===== src/hw/ulr_defs.svh =====
// Function
// - Link enable allows state machine transitions
// - Accept partner power requests only when enabled
// - Scrambler-off bit disables link scrambling
// - Config field drives external control bits 1:0
// - U2 inactivity count times 0x10000 clocks
// - Receiver detect needs link enable first
// - Command bits request recovery or warm reset
// - Power level field selects U1, U2, U3
// - Power request attempts selected low-power entry
// - Return-active command brings link to U0
// - Pending flag with enable raises interrupt
// - Recovery reason held while status bit 7
// - Cause bits set pending, clear on one
// - Status shows current link state code
// - Status top bit shows bus power absent
// - Protocol command bit 0 resets arbiter
// - Protocol interrupt enables per endpoint source
// - Pending and matching enable raise interrupt
// - DMA base supplies address bits 31:28
// - Read data valid cycle after strobe
// - Interrupt output is a level
`ifndef ULR_DEFS_SVH
`define ULR_DEFS_SVH

`define ULR_LCFG 4'h0
`define ULR_LCMD 4'h1
`define ULR_LIRQ 4'h2
`define ULR_LSTAT 4'h3
`define ULR_PCFG 4'h0
`define ULR_PCMD 4'h1
`define ULR_PIEN 4'h2
`define ULR_PIRQ 4'h3
`define ULR_DMA 4'h4

`define ULR_LCFG_EN 0
`define ULR_LCFG_PACC 1
`define ULR_LCFG_SCR 2
`define ULR_LCFG_EXT 5:4
`define ULR_LCFG_U2 15:8
`define ULR_LCFG_MASK 32'h0000FF37

`define ULR_CMD_RXDET 0
`define ULR_CMD_RECOV 3
`define ULR_CMD_WARM 7
`define ULR_CMD_PLVL 9:8
`define ULR_CMD_PREQ 10
`define ULR_CMD_RET 11
`define ULR_CMD_ARB 0

`define ULR_LIRQ_PEND 0
`define ULR_LIRQ_EN 1
`define ULR_CAUSE 15:7
`define ULR_PIRQ_MASK 32'h00FF00FF
`define ULR_DMA_BASE 31:28

`define ULR_RST_WORD 32'h00000000
`define ULR_U2_PRE_MAX 16'hFFFF

`endif


===== src/hw/ulr_pkg.sv =====
package ulr_pkg;
	typedef logic [31:0] ulr_word_t;
	typedef enum logic [1:0] {RD_NONE, RD_LINK, RD_PROT} ulr_rsel_e;
endpackage


===== src/hw/ulr_regs.sv =====
`timescale 1ns/1ps
`include "ulr_defs.svh"
module ulr_regs import ulr_pkg::*; (
	// Clock, reset, enable
	input wire logic clock_i,
	input wire logic reset_i,
	input wire logic ce_i,
	// Register strobes and data
	input wire logic [15:0] link_reg_re_i,
	input wire logic [15:0] link_reg_we_i,
	input wire logic [15:0] prot_reg_re_i,
	input wire logic [15:0] prot_reg_we_i,
	input wire logic [31:0] reg_write_data_i,
	output logic [31:0] reg_read_data_o,
	// Link engine status
	input wire logic [4:0] link_state_i,
	input wire logic [6:0] recovery_reason_i,
	input wire logic [8:0] interrupt_cause_set_i,
	input wire logic link_in_u1_i,
	input wire logic partner_power_req_i,
	input wire logic bus_power_absent_i,
	input wire logic [1:0] external_ctrl_hi_i,
	// Link engine control
	output logic link_enable_o,
	output logic scrambler_off_o,
	output logic power_req_grant_o,
	output logic [3:0] external_ctrl_out_o,
	output logic u2_timeout_o,
	output logic cmd_receiver_detect_o,
	output logic cmd_enter_recovery_o,
	output logic cmd_warm_reset_o,
	output logic cmd_power_request_o,
	output logic [1:0] power_level_select_o,
	output logic cmd_return_active_o,
	// Protocol layer
	input wire logic [31:0] endpoint_irq_i,
	output logic cmd_arbiter_reset_o,
	input wire logic [27:0] dma_addr_low_i,
	output logic [31:0] dma_address_o,
	// Interrupt
	output logic core_interrupt_out_o
);
	// Lowest strobe line wins if software raises several
	function automatic logic [4:0] strobe_pick(input logic [15:0] s);
		strobe_pick = 5'h00;
		for (int i = 15; i >= 0; i--) begin
			if (s[i]) begin
				strobe_pick = {1'b1, 4'(i)};
			end
		end
	endfunction

	logic [4:0] lrd;
	logic [4:0] lwr;
	logic [4:0] prd;
	logic [4:0] pwr;
	logic lcfg_wr;
	logic lcmd_wr;
	logic lirq_wr;
	logic lstat_wr;
	logic pcfg_wr;
	logic pcmd_wr;
	logic pien_wr;
	logic dma_wr;
	ulr_word_t wd;
	ulr_word_t lcfg_q;
	ulr_word_t pcfg_q;
	ulr_word_t pien_q;
	ulr_word_t ppend_q;
	ulr_word_t rdata_q;
	ulr_word_t link_rd;
	ulr_word_t prot_rd;
	ulr_rsel_e rsel;
	logic link_irq_en_q;
	logic [8:0] cause_q;
	logic [8:0] cause_d;
	logic [6:0] reason_q;
	logic link_pend;
	logic power_gone;
	logic [1:0] ext_hi_q;
	logic [1:0] plvl_q;
	logic rxdet_q;
	logic recov_q;
	logic warm_q;
	logic preq_q;
	logic ret_q;
	logic arb_q;
	logic grant_q;
	logic irq_q;
	logic [31:0] dma_q;
	logic [15:0] pre_q;
	logic [7:0] u2cnt_q;
	logic u2_fired_q;
	logic u2_to_q;

	assign wd = reg_write_data_i;
	assign lrd = strobe_pick(link_reg_re_i);
	assign lwr = strobe_pick(link_reg_we_i);
	assign prd = strobe_pick(prot_reg_re_i);
	assign pwr = strobe_pick(prot_reg_we_i);
	assign lcfg_wr = lwr[4] && lwr[3:0] == `ULR_LCFG;
	assign lcmd_wr = lwr[4] && lwr[3:0] == `ULR_LCMD;
	assign lirq_wr = lwr[4] && lwr[3:0] == `ULR_LIRQ;
	assign lstat_wr = lwr[4] && lwr[3:0] == `ULR_LSTAT;
	assign pcfg_wr = pwr[4] && pwr[3:0] == `ULR_PCFG;
	assign pcmd_wr = pwr[4] && pwr[3:0] == `ULR_PCMD;
	assign pien_wr = pwr[4] && pwr[3:0] == `ULR_PIEN;
	assign dma_wr = pwr[4] && pwr[3:0] == `ULR_DMA;

	ulr_sync u_vbus (
		.clock_i(clock_i),
		.reset_i(reset_i),
		.ce_i(ce_i),
		.async_i(bus_power_absent_i),
		.sync_o(power_gone)
	);

	// Configuration registers
	always_ff @(posedge clock_i or posedge reset_i) begin
		if (reset_i) begin
			lcfg_q <= `ULR_RST_WORD;
			pcfg_q <= `ULR_RST_WORD;
			pien_q <= `ULR_RST_WORD;
			link_irq_en_q <= 1'b0;
			dma_q <= `ULR_RST_WORD;
		end else if (ce_i) begin
			if (lcfg_wr) begin
				lcfg_q <= wd & `ULR_LCFG_MASK;
			end
			if (lirq_wr) begin
				link_irq_en_q <= wd[`ULR_LIRQ_EN];
			end
			if (pcfg_wr) begin
				pcfg_q <= wd;
			end
			if (pien_wr) begin
				pien_q <= wd & `ULR_PIRQ_MASK;
			end
			if (dma_wr) begin
				dma_q[`ULR_DMA_BASE] <= wd[`ULR_DMA_BASE];
			end
			// Low address bits follow the engine each cycle
			dma_q[27:0] <= dma_addr_low_i;
		end
	end

	// Command pulses last one cycle, only the power level is kept
	always_ff @(posedge clock_i or posedge reset_i) begin
		if (reset_i) begin
			rxdet_q <= 1'b0;
			recov_q <= 1'b0;
			warm_q <= 1'b0;
			preq_q <= 1'b0;
			ret_q <= 1'b0;
			arb_q <= 1'b0;
			plvl_q <= 2'h0;
		end else if (ce_i) begin
			// No start while the link is disabled
			rxdet_q <= lcmd_wr && wd[`ULR_CMD_RXDET] &&
				lcfg_q[`ULR_LCFG_EN];
			recov_q <= lcmd_wr && wd[`ULR_CMD_RECOV];
			warm_q <= lcmd_wr && wd[`ULR_CMD_WARM];
			preq_q <= lcmd_wr && wd[`ULR_CMD_PREQ];
			ret_q <= lcmd_wr && wd[`ULR_CMD_RET];
			arb_q <= pcmd_wr && wd[`ULR_CMD_ARB];
			if (lcmd_wr && wd[`ULR_CMD_PREQ]) begin
				plvl_q <= wd[`ULR_CMD_PLVL];
			end
		end
	end

	// Partner power requests pass only when accepted
	always_ff @(posedge clock_i or posedge reset_i) begin
		if (reset_i) begin
			grant_q <= 1'b0;
			ext_hi_q <= 2'h0;
		end else if (ce_i) begin
			grant_q <= partner_power_req_i &&
				lcfg_q[`ULR_LCFG_PACC];
			ext_hi_q <= external_ctrl_hi_i;
		end
	end

	// Set wins over a clearing write in the same cycle
	always_comb begin
		cause_d = cause_q;
		if (lstat_wr) begin
			cause_d = cause_q & ~wd[`ULR_CAUSE];
		end
		cause_d = cause_d | interrupt_cause_set_i;
	end

	always_ff @(posedge clock_i or posedge reset_i) begin
		if (reset_i) begin
			cause_q <= 9'h000;
			reason_q <= 7'h00;
		end else if (ce_i) begin
			cause_q <= cause_d;
			// Reason frozen while bit 7 stays set
			if (interrupt_cause_set_i[0] && !cause_q[0]) begin
				reason_q <= recovery_reason_i;
			end
		end
	end

	assign link_pend = |cause_q;

	// Pending endpoint requests are levels from the engines
	always_ff @(posedge clock_i or posedge reset_i) begin
		if (reset_i) begin
			ppend_q <= `ULR_RST_WORD;
		end else if (ce_i) begin
			ppend_q <= endpoint_irq_i & `ULR_PIRQ_MASK;
		end
	end

	// Level interrupt, one cycle behind the flags
	always_ff @(posedge clock_i or posedge reset_i) begin
		if (reset_i) begin
			irq_q <= 1'b0;
		end else if (ce_i) begin
			irq_q <= (link_pend && link_irq_en_q) ||
				(|(ppend_q & pien_q));
		end
	end

	// U1 to U2 timer, field zero disables it
	always_ff @(posedge clock_i or posedge reset_i) begin
		if (reset_i) begin
			pre_q <= 16'h0000;
			u2cnt_q <= 8'h00;
			u2_fired_q <= 1'b0;
			u2_to_q <= 1'b0;
		end else if (ce_i) begin
			u2_to_q <= 1'b0;
			if (!link_in_u1_i || lcfg_q[`ULR_LCFG_U2] == 8'h00) begin
				pre_q <= 16'h0000;
				u2cnt_q <= 8'h00;
				u2_fired_q <= 1'b0;
			end else if (u2cnt_q == lcfg_q[`ULR_LCFG_U2]) begin
				u2_to_q <= !u2_fired_q;
				u2_fired_q <= 1'b1;
			end else begin
				pre_q <= pre_q + 16'h0001;
				if (pre_q == `ULR_U2_PRE_MAX) begin
					u2cnt_q <= u2cnt_q + 8'h01;
				end
			end
		end
	end

	// Read muxes; command registers read zero
	always_comb begin
		link_rd = `ULR_RST_WORD;
		unique case (lrd[3:0])
			`ULR_LCFG: link_rd = lcfg_q;
			`ULR_LIRQ: link_rd = {30'h0, link_irq_en_q, link_pend};
			`ULR_LSTAT: link_rd = {power_gone, 2'h0, link_state_i, 8'h00,
				cause_q, reason_q};
			default: link_rd = `ULR_RST_WORD;
		endcase
	end

	always_comb begin
		prot_rd = `ULR_RST_WORD;
		unique case (prd[3:0])
			`ULR_PCFG: prot_rd = pcfg_q;
			`ULR_PIEN: prot_rd = pien_q;
			`ULR_PIRQ: prot_rd = ppend_q;
			`ULR_DMA: prot_rd = {dma_q[`ULR_DMA_BASE], 28'h0};
			default: prot_rd = `ULR_RST_WORD;
		endcase
	end

	always_comb begin
		rsel = RD_NONE;
		if (lrd[4]) begin
			rsel = RD_LINK;
		end else if (prd[4]) begin
			rsel = RD_PROT;
		end
	end

	// Data holds until the next read strobe
	always_ff @(posedge clock_i or posedge reset_i) begin
		if (reset_i) begin
			rdata_q <= `ULR_RST_WORD;
		end else if (ce_i) begin
			unique case (rsel)
				RD_LINK: rdata_q <= link_rd;
				RD_PROT: rdata_q <= prot_rd;
				RD_NONE: rdata_q <= rdata_q;
			endcase
		end
	end

	assign reg_read_data_o = rdata_q;
	assign link_enable_o = lcfg_q[`ULR_LCFG_EN];
	assign scrambler_off_o = lcfg_q[`ULR_LCFG_SCR];
	assign power_req_grant_o = grant_q;
	assign external_ctrl_out_o = {ext_hi_q, lcfg_q[`ULR_LCFG_EXT]};
	assign u2_timeout_o = u2_to_q;
	assign cmd_receiver_detect_o = rxdet_q;
	assign cmd_enter_recovery_o = recov_q;
	assign cmd_warm_reset_o = warm_q;
	assign cmd_power_request_o = preq_q;
	assign power_level_select_o = plvl_q;
	assign cmd_return_active_o = ret_q;
	assign cmd_arbiter_reset_o = arb_q;
	assign dma_address_o = dma_q;
	assign core_interrupt_out_o = irq_q;
endmodule


===== src/hw/ulr_sync.sv =====
`timescale 1ns/1ps
module ulr_sync (
	// Clock, reset, enable
	input wire logic clock_i,
	input wire logic reset_i,
	input wire logic ce_i,
	// Asynchronous level in, synchronous level out
	input wire logic async_i,
	output logic sync_o
);
	logic meta_q;
	logic sync_q;

	// First stage feeds only the second
	always_ff @(posedge clock_i or posedge reset_i) begin
		if (reset_i) begin
			meta_q <= 1'b0;
			sync_q <= 1'b0;
		end else if (ce_i) begin
			meta_q <= async_i;
			sync_q <= meta_q;
		end
	end

	assign sync_o = sync_q;
endmodule


===== config.mk =====
export PLATFORM = sky130hd
export DESIGN_NAME = ulr_regs
export DESIGN_NICKNAME = d
export VERILOG_FILES = /design/src/hw/ulr_pkg.sv /design/src/hw/ulr_regs.sv /design/src/hw/ulr_sync.sv
export VERILOG_INCLUDE_DIRS = /design/src /design/src/hw
export SDC_FILE = /design/constraint.sdc
export NUM_CORES = 1
export LEC_CHECK = 0
export BUFFER_PORTS_ARGS = -buffer_cell sky130_fd_sc_hd__buf_2
export CAP_MARGIN = 20
export CORE_AREA = 2 2 134 136
export CTS_CLUSTER_DIAMETER = 80
export DETAILED_ROUTE_END_ITERATION = 16
export DIE_AREA = 0 0 136 138
export GPL_TIMING_DRIVEN = 0
export PLACE_DENSITY_LB_ADDON = 0.08
export SLEW_MARGIN = 10
export SYNTH_ARGS = -nofsm -noshare
export SYNTH_HDL_FRONTEND = slang
export SYNTH_SLANG_ARGS = --single-unit

===== constraint.sdc =====
create_clock -name clock_i -period 9.6 [get_ports clock_i]
set_input_delay 0 -clock clock_i [delete_from_list [all_inputs] [get_ports clock_i]]
set_output_delay 0 -clock clock_i [all_outputs]
set_load 0.03 [all_outputs]

==> results of run 1 <==
critical path, stage by stage:
cell                            delay [ns]
sky130_fd_sc_hd__dlygate4sd3_1        0.52
sky130_fd_sc_hd__buf_2                0.14
sky130_fd_sc_hd__clkbuf_1             0.60
sky130_fd_sc_hd__clkbuf_1             0.53
sky130_fd_sc_hd__buf_1                0.58
sky130_fd_sc_hd__a22o_1               0.24
sky130_fd_sc_hd__dlygate4sd3_1        0.54
layer usage:
layer	track usage, %	wire (um)
met1	43.5	12500
met2	49.4	13700
met3	5.50	2070
met4	9.38	625
met5	0	0
synth_stat cells (3+ instances only):
library cell,count
sky130_fd_sc_hd__mux2_2,106
sky130_fd_sc_hd__xor2_1,25
sky130_fd_sc_hd__o21ai_1,11
sky130_fd_sc_hd__mux2_4,7
sky130_fd_sc_hd__o2bb2ai_1,3
sky130_fd_sc_hd__o21ai_0,22
sky130_fd_sc_hd__clkbuf_1,21
sky130_fd_sc_hd__or3_1,3
sky130_fd_sc_hd__o211ai_2,3
sky130_fd_sc_hd__nand4_1,13
sky130_fd_sc_hd__nand3b_1,3
sky130_fd_sc_hd__a221oi_1,15
sky130_fd_sc_hd__o21ai_2,7
sky130_fd_sc_hd__a32o_1,5
sky130_fd_sc_hd__inv_1,18
sky130_fd_sc_hd__a22o_1,10
sky130_fd_sc_hd__and3_1,4
sky130_fd_sc_hd__or2_2,3
sky130_fd_sc_hd__nor4_1,10
sky130_fd_sc_hd__dfrtp_1,198
sky130_fd_sc_hd__o211ai_1,41
sky130_fd_sc_hd__nor4_2,4
sky130_fd_sc_hd__a22oi_1,10
sky130_fd_sc_hd__a22oi_2,9
sky130_fd_sc_hd__nand3_1,16
sky130_fd_sc_hd__buf_1,9
sky130_fd_sc_hd__o2111ai_1,4
sky130_fd_sc_hd__o31ai_1,3
sky130_fd_sc_hd__a31oi_1,7
sky130_fd_sc_hd__a211oi_1,3
sky130_fd_sc_hd__o31a_1,3
sky130_fd_sc_hd__buf_2,9
sky130_fd_sc_hd__mux2_1,4
sky130_fd_sc_hd__buf_4,4
sky130_fd_sc_hd__nor2_1,79
sky130_fd_sc_hd__nor2b_1,5
sky130_fd_sc_hd__nor4_4,4
sky130_fd_sc_hd__nand2_1,85
sky130_fd_sc_hd__nand2b_1,5
sky130_fd_sc_hd__a21oi_1,31
sequential cells by signal (all words and copies together), names as in the netlist, 2 cells and up:
register / flops
power_level_select_o: 2
dma_address_o: 32
pcfg_q: 32
reason_q: 7
cause_q: 9
pien_q: 16
ext_hi_q: 2
pre_q: 16
reg_read_data_o: 32
ppend_q: 16
lcfg_q: 13
u2cnt_q: 8
final timing paths:
path                                          start             endpoint  slack (ns)  cells after the start
worst max-delay path                           ce_i           cause_q[2]        6.81                      7
worst min-delay path               link_reg_we_i[1]        link_irq_en_q       0.005                      4
worst max register to register           lcfg_q[15]             pre_q[6]        7.29                      6
worst min register to register  reg_read_data_o[17]  reg_read_data_o[17]        0.48                      2
max in group asynchronous                   reset_i            lcfg_q[5]        8.45                      4
min in group asynchronous                   reset_i     dma_address_o[6]        0.20                      3
final cells by class:
type                            count  area [sq um]  area share, %
Antenna cell                        2          5.00         0.0383
Buffer                             46           239           1.83
Clock buffer                       17           425           3.25
Clock inverter                     15           191           1.46
Inverter                           18          75.1          0.574
Multi-Input combinational cell    605          4490           34.4
Sequential cell                   198          4950           37.9
Tap cell                          229           287           2.19
Timing Repair Buffer              357          2410           18.4
stage by stage:
step / instances / power (W) / setup WS, ns / instance area, sq um / util (%)
6_report: 1487 / 0.00223 / 6.81 / 13100 / 74.6
5_1_grt: 1487 / 0.00231 / 6.63 / 13100 / 74.6
4_1_cts: 1485 / 0.00223 / 6.84 / 13100 / 74.6
3_5_place_dp: 1333 / 0.00143 / 7.18 / 11300 / 64.2
3_3_place_gp: 1332 / 0.00142 / 1.95 / 11200 / 64.0
2_1_floorplan: 867 / 0.00128 / 4.20 / 9750 / -
logic make-up (layout without fill, tap and decap cells):
logic type / Yosys count / after routing / synth area share [%]
AO/OA/AOI/OAI: 210 / 210 / 16.8
XOR/XNOR: 26 / 26 / 2.33
adder cells (fa/ha/maj): 2 / 2 / 0.257
buffers and inverters: 64 / 453 / 3.14
flip-flops: 198 / 198 / 50.8
multiplexers: 118 / 118 / 13.9
other: 0 / 2 / 0
AND/OR/NAND/NOR: 249 / 249 / 12.8
where the power goes:
| group | internal, W | leakage (nW) | switching [W] | total (W) |
|---|---|---|---|---|
| sequential | 0.000931 | 2.38 | 0.0000894 | 0.00102 |
| combinational | 0.000207 | 3.14 | 0.000239 | 0.000446 |
| clock | 0.000419 | 0.308 | 0.000342 | 0.000761 |
repair_timing:
item	CTS	global route
hold buffers	120	0
setup buffers	0	0
endpoints found under the hold margin	228	0
==> out/qor.json, run 1 <==
{
  "flow_run": {
    "drv_cap": 0
  },
  "sta": {
    "rsz0062_at_grt": "no",
    "finalSetupViolations": 0,
    "final.setup.tns_ns": 0,
    "finalCritPeriodShare_pct": 29.1,
    "timing.final.max_slew_violations": 0,
    "fmaxAchievable_mhz": 358,
    "tightest_slew_ns": 0.986,
    "hold_slack_ns": 0.00482,
    "max_slew_margin_pct": 33.4,
    "post-route-min-period_ns": 2.79,
    "hold_viol": 0,
    "fin_worst_skew_ns": 0.00767
  },
  "synthesis": {
    "mappedNetlistNets": 1054,
    "number_of_instances_in_the_synthesized_netlist": 867,
    "yosysSeqAreaShare_pct": 50.8,
    "synth_top_flop_cell": "sky130_fd_sc_hd__dfrtp_1",
    "ys_warn_count": 0,
    "synthDominantAreaCellType": "sky130_fd_sc_hd__dfrtp_1",
    "netlist-cell-type-count": 74,
    "yosys-top-cells-area": "sky130_fd_sc_hd__dfrtp_1, sky130_fd_sc_hd__mux2_2, sky130_fd_sc_hd__nand2_1",
    "syn_area_per_cell_sq_um": 11.3,
    "synth_enable_flop_cells": 0,
    "postSynth.asyncResetShare_pct": 100,
    "synth_area_sq_mm": 0.00975,
    "yosys_register_bits": 198,
    "synth_top_area_share_pct": 50.8
  },
  "drt": {
    "drt_drc_violations_left": 0,
    "routed_wire_length_per_instance_um": 19.4,
    "drtAntennaViolNets": 0,
    "via_count": 8558,
    "via_per_inst": 5.76,
    "first_iter_violations": 676,
    "postRouteWirelength_mm": 28.9,
    "drt_first_pass_iters": 5
  },
  "global_route": {
    "grt_first_pass_wirelength_mm": 45.0,
    "number_of_antenna_violations_at_the_first_check_in_global_routing": 2,
    "via_count_of_the_first_global_routing_pass": 8416,
    "grt_max_degree": 119,
    "gr-usage-all-layers_pct": 31.0,
    "globalRouteOverflowTotal": 0
  },
  "setup_path": {
    "worstSetupStartpointType": "input port",
    "worstSetupEndpointType": "flop",
    "crit_arrival_ns": 3.17,
    "worstSetupPathType": "input port to flop",
    "path_max_fanout": 10,
    "data_required_time_of_the_worst_path_ns": 9.98
  },
  "clock_tree": {
    "clock_latency_ns": 0.44,
    "cts.repair.resized": 0,
    "cts.clk_slew.worst_paths_ns": 0.07,
    "clock_tree.buffer_depth": 2,
    "clock-root-buffer": "sky130_fd_sc_hd__clkbuf_16",
    "clkSinkCount": 198,
    "cts-buffers-inserted": 17,
    "h_tree_levels": 4,
    "tritoncts_clock_tree": "yes"
  },
  "placed_design": {
    "globalplace.congestion": 0.854,
    "detailed_place_hpwl_mm": 20.1,
    "port_buffers": 236
  },
  "power_and_ir_drop": {
    "worst_ir_drop_vdd_mv": 0.135,
    "pwr_density_cell_mw_per_mm2": 170,
    "leakage_nw": 5.83
  },
  "worst_hold_path": {
    "holdCritPathClass": "input port to flop"
  },
  "run_status": {
    "run_status": "completed"
  },
  "layout": {
    "nNetsFinal": 1430,
    "layout_common_cells": "sky130_fd_sc_hd__buf_2, sky130_fd_sc_hd__dfrtp_1, sky130_fd_sc_hd__dlygate4sd3_1",
    "layout_cell_share_with_drive_strength_beyond_1_pct": 35.2,
    "area_growth_syn_to_layout_pct": 34.1,
    "layout.cells.most_common": "sky130_fd_sc_hd__buf_2",
    "fillerInstances": 1238
  },
  "floorplan": {
    "die_width_um": 136,
    "chipHeight_um": 138,
    "design.die.area_sq_mm": 0.0188,
    "core.rowCount": 49,
    "floorplan.io_pins": 266,
    "core_area_sq_mm": 0.0175,
    "starting_density_of_the_core_pct": 55.6
  }
}
No activity file was read; power rests on OpenSTA's default activity.
==> inputs of run 2 (changes only) <==
CORE_AREA = 2 2 139 141   (was 2 2 134 136)
DIE_AREA = 0 0 141 143   (was 0 0 136 138)
clock period = 2.6 ns   (was 9.6 ns; I/O delays follow)
==> out/qor.json, run 2 (synthesis gave the netlist of run 1 again) <==
{
  "sta": {
    "tightest_slew_ns": 0.861,
    "hold_viol": 0,
    "final.setup.tns_ns": 0,
    "max_slew_margin_pct": 41.9,
    "finalCritPeriodShare_pct": 93.0,
    "finalSetupViolations": 0,
    "hold_slack_ns": 0.0220,
    "fin_worst_skew_ns": 0.0134,
    "fmaxAchievable_mhz": 414,
    "rsz0062_at_grt": "no",
    "post-route-min-period_ns": 2.42,
    "timing.final.max_slew_violations": 0
  },
  "clock_tree": {
    "clock-root-buffer": "sky130_fd_sc_hd__clkbuf_16",
    "cts.repair.resized": 0,
    "post_cts_buffers": 0,
    "tritoncts_clock_tree": "yes",
    "h_tree_levels": 4,
    "clock_tree.buffer_depth": 2,
    "clkSinkCount": 198,
    "cts.clk_slew.worst_paths_ns": 0.08,
    "holdBufCountCts": 119,
    "cts-buffers-inserted": 17,
    "clock_latency_ns": 0.45
  },
  "setup_path": {
    "path_max_fanout": 10,
    "worstRegToRegCells": 6,
    "reg2reg_from": "lcfg_q[13]",
    "critical_path.cell_chain": "buf_2 > clkbuf_1 > clkbuf_1 > buf_1 > nand4b_1 > dlygate4sd3_1 > o21ai_0",
    "worstSetupStartpointType": "input port",
    "worstSetupPathType": "input port to flop",
    "critical_path_depth": 7,
    "startpoint": "ce_i",
    "regToRegSetupSlack_ns": 0.33,
    "path_delay_family": "buffers and inverters",
    "data_required_time_of_the_worst_path_ns": 2.95,
    "worst-path-buf-inv": 5,
    "reg2reg_to": "pre_q[9]",
    "max_stage_delay_ns": 0.68,
    "worstSetupEndpointType": "flop",
    "cpMostUsedCell": "sky130_fd_sc_hd__clkbuf_1",
    "crit_arrival_ns": 2.77,
    "critPathSlowestCell": "sky130_fd_sc_hd__clkbuf_1"
  },
  "layout": {
    "layout_cell_share_with_drive_strength_beyond_1_pct": 35.5,
    "antenna-diode-count": 0,
    "nNetsFinal": 1434,
    "area_growth_syn_to_layout_pct": 35.1,
    "finalCoreUtilization_pct": 70.9,
    "layout_common_cells": "sky130_fd_sc_hd__buf_2, sky130_fd_sc_hd__dfrtp_1, sky130_fd_sc_hd__dlygate4sd3_1",
    "fillerInstances": 1305,
    "layout.cells.most_common": "sky130_fd_sc_hd__buf_2"
  },
  "worst_hold_path": {
    "hold_path_startpoint": "link_reg_we_i[0]",
    "hold-path-cell-count": 3,
    "worstHoldEndpoint": "lcfg_q[14]",
    "holdCritPathClass": "input port to flop"
  },
  "placed_design": {
    "port_buffers": 236,
    "detailed_place_hpwl_mm": 20.8,
    "globalplace.congestion": 0.835
  },
  "floorplan": {
    "chipHeight_um": 143,
    "starting_density_of_the_core_pct": 52.5,
    "core.rowCount": 50,
    "core_area_sq_mm": 0.0186,
    "design.die.area_sq_mm": 0.0202,
    "floorplan.io_pins": 266,
    "die_width_um": 141
  },
  "global_route": {
    "via_count_of_the_first_global_routing_pass": 8383,
    "grt_first_pass_wirelength_mm": 45.9,
    "grt_max_degree": 38,
    "number_of_antenna_violations_at_the_first_check_in_global_routing": 0,
    "globalRouteOverflowTotal": 0,
    "gr-usage-all-layers_pct": 29.6
  },
  "power_and_ir_drop": {
    "pwr_density_cell_mw_per_mm2": 629,
    "cell_internal_pwr_w": 0.00578,
    "totalPowerFinal_w": 0.00830,
    "seq_power_share_pct": 45.5,
    "power_frac_comb_pct": 20.1,
    "worst_ir_drop_vdd_mv": 0.552,
    "p_sw_share_pct": 30.4,
    "net-switching-power_w": 0.00252,
    "clockPowerShare_pct": 34.4,
    "leakage_nw": 5.86
  },
  "drt": {
    "postRouteWirelength_mm": 29.2,
    "routed_wire_length_per_instance_um": 19.5,
    "first_iter_violations": 478,
    "drt_first_pass_iters": 5,
    "via_per_inst": 5.74,
    "via_count": 8576,
    "drtAntennaViolNets": 0,
    "drt_drc_violations_left": 0
  },
  "flow_run": {
    "drv_cap": 0
  },
  "run_status": {
    "run_status": "completed"
  }
}
## run 2: routing by layer
layer	track usage [%]	wire, um	vias to the layer above
li1	-	-	3957
met3	5.77	2050	56
met4	8.58	695	0
met5	0	0	-
met2	47.4	13400	359
met1	41.5	13100	4204
## run 2: cell type report
type	count	area (sq um)	share of cell area, %
Clock inverter	15	204	1.55
Sequential cell	198	4950	37.6
Tap cell	234	293	2.22
Buffer	46	239	1.81
Clock buffer	17	425	3.23
Multi-Input combinational cell	605	4490	34.1
Timing Repair Buffer	361	2500	19.0
Inverter	18	71.3	0.541
## run 2: worst register-to-register path: stages, from the launching register on
cell	delay (ns)
sky130_fd_sc_hd__dfrtp_1	0.46
sky130_fd_sc_hd__nor4_1	0.41
sky130_fd_sc_hd__a21boi_0	0.31
sky130_fd_sc_hd__nor2_1	0.23
sky130_fd_sc_hd__buf_2	0.25
sky130_fd_sc_hd__buf_1	0.38
sky130_fd_sc_hd__nor2_1	0.10
## run 2: worst max path at each step
| stage | end |
|---|---|
| CTS | cmd_arbiter_reset_o |
| global route | cmd_arbiter_reset_o |
| detailed placement | reg_read_data_o[28] |
| global placement | dma_address_o[12] |
| finish | cmd_arbiter_reset_o |
| floorplan | cause_q[0] |
## run 2: stage by stage
step	instances	setup slack (ns)	cell area, sq um
floorplan	867	0.0396	9760
global placement	1337	-1.27	11200
global route	1494	0.0243	13200
detailed placement	1343	0.0900	11400
finish	1494	0.182	13200
CTS	1494	0.281	13200
## run 2: power groups by stage
| stage | logic (W) | clock network (W) | registers (W) |
|---|---|---|---|
| floorplan | 0.000812 | 0 | 0.00390 |
| CTS | 0.00166 | 0.00288 | 0.00375 |
| global placement | 0.00146 | 0 | 0.00380 |
| finish | 0.00167 | 0.00286 | 0.00377 |
| global route | 0.00180 | 0.00301 | 0.00381 |
| detailed placement | 0.00151 | 0 | 0.00381 |
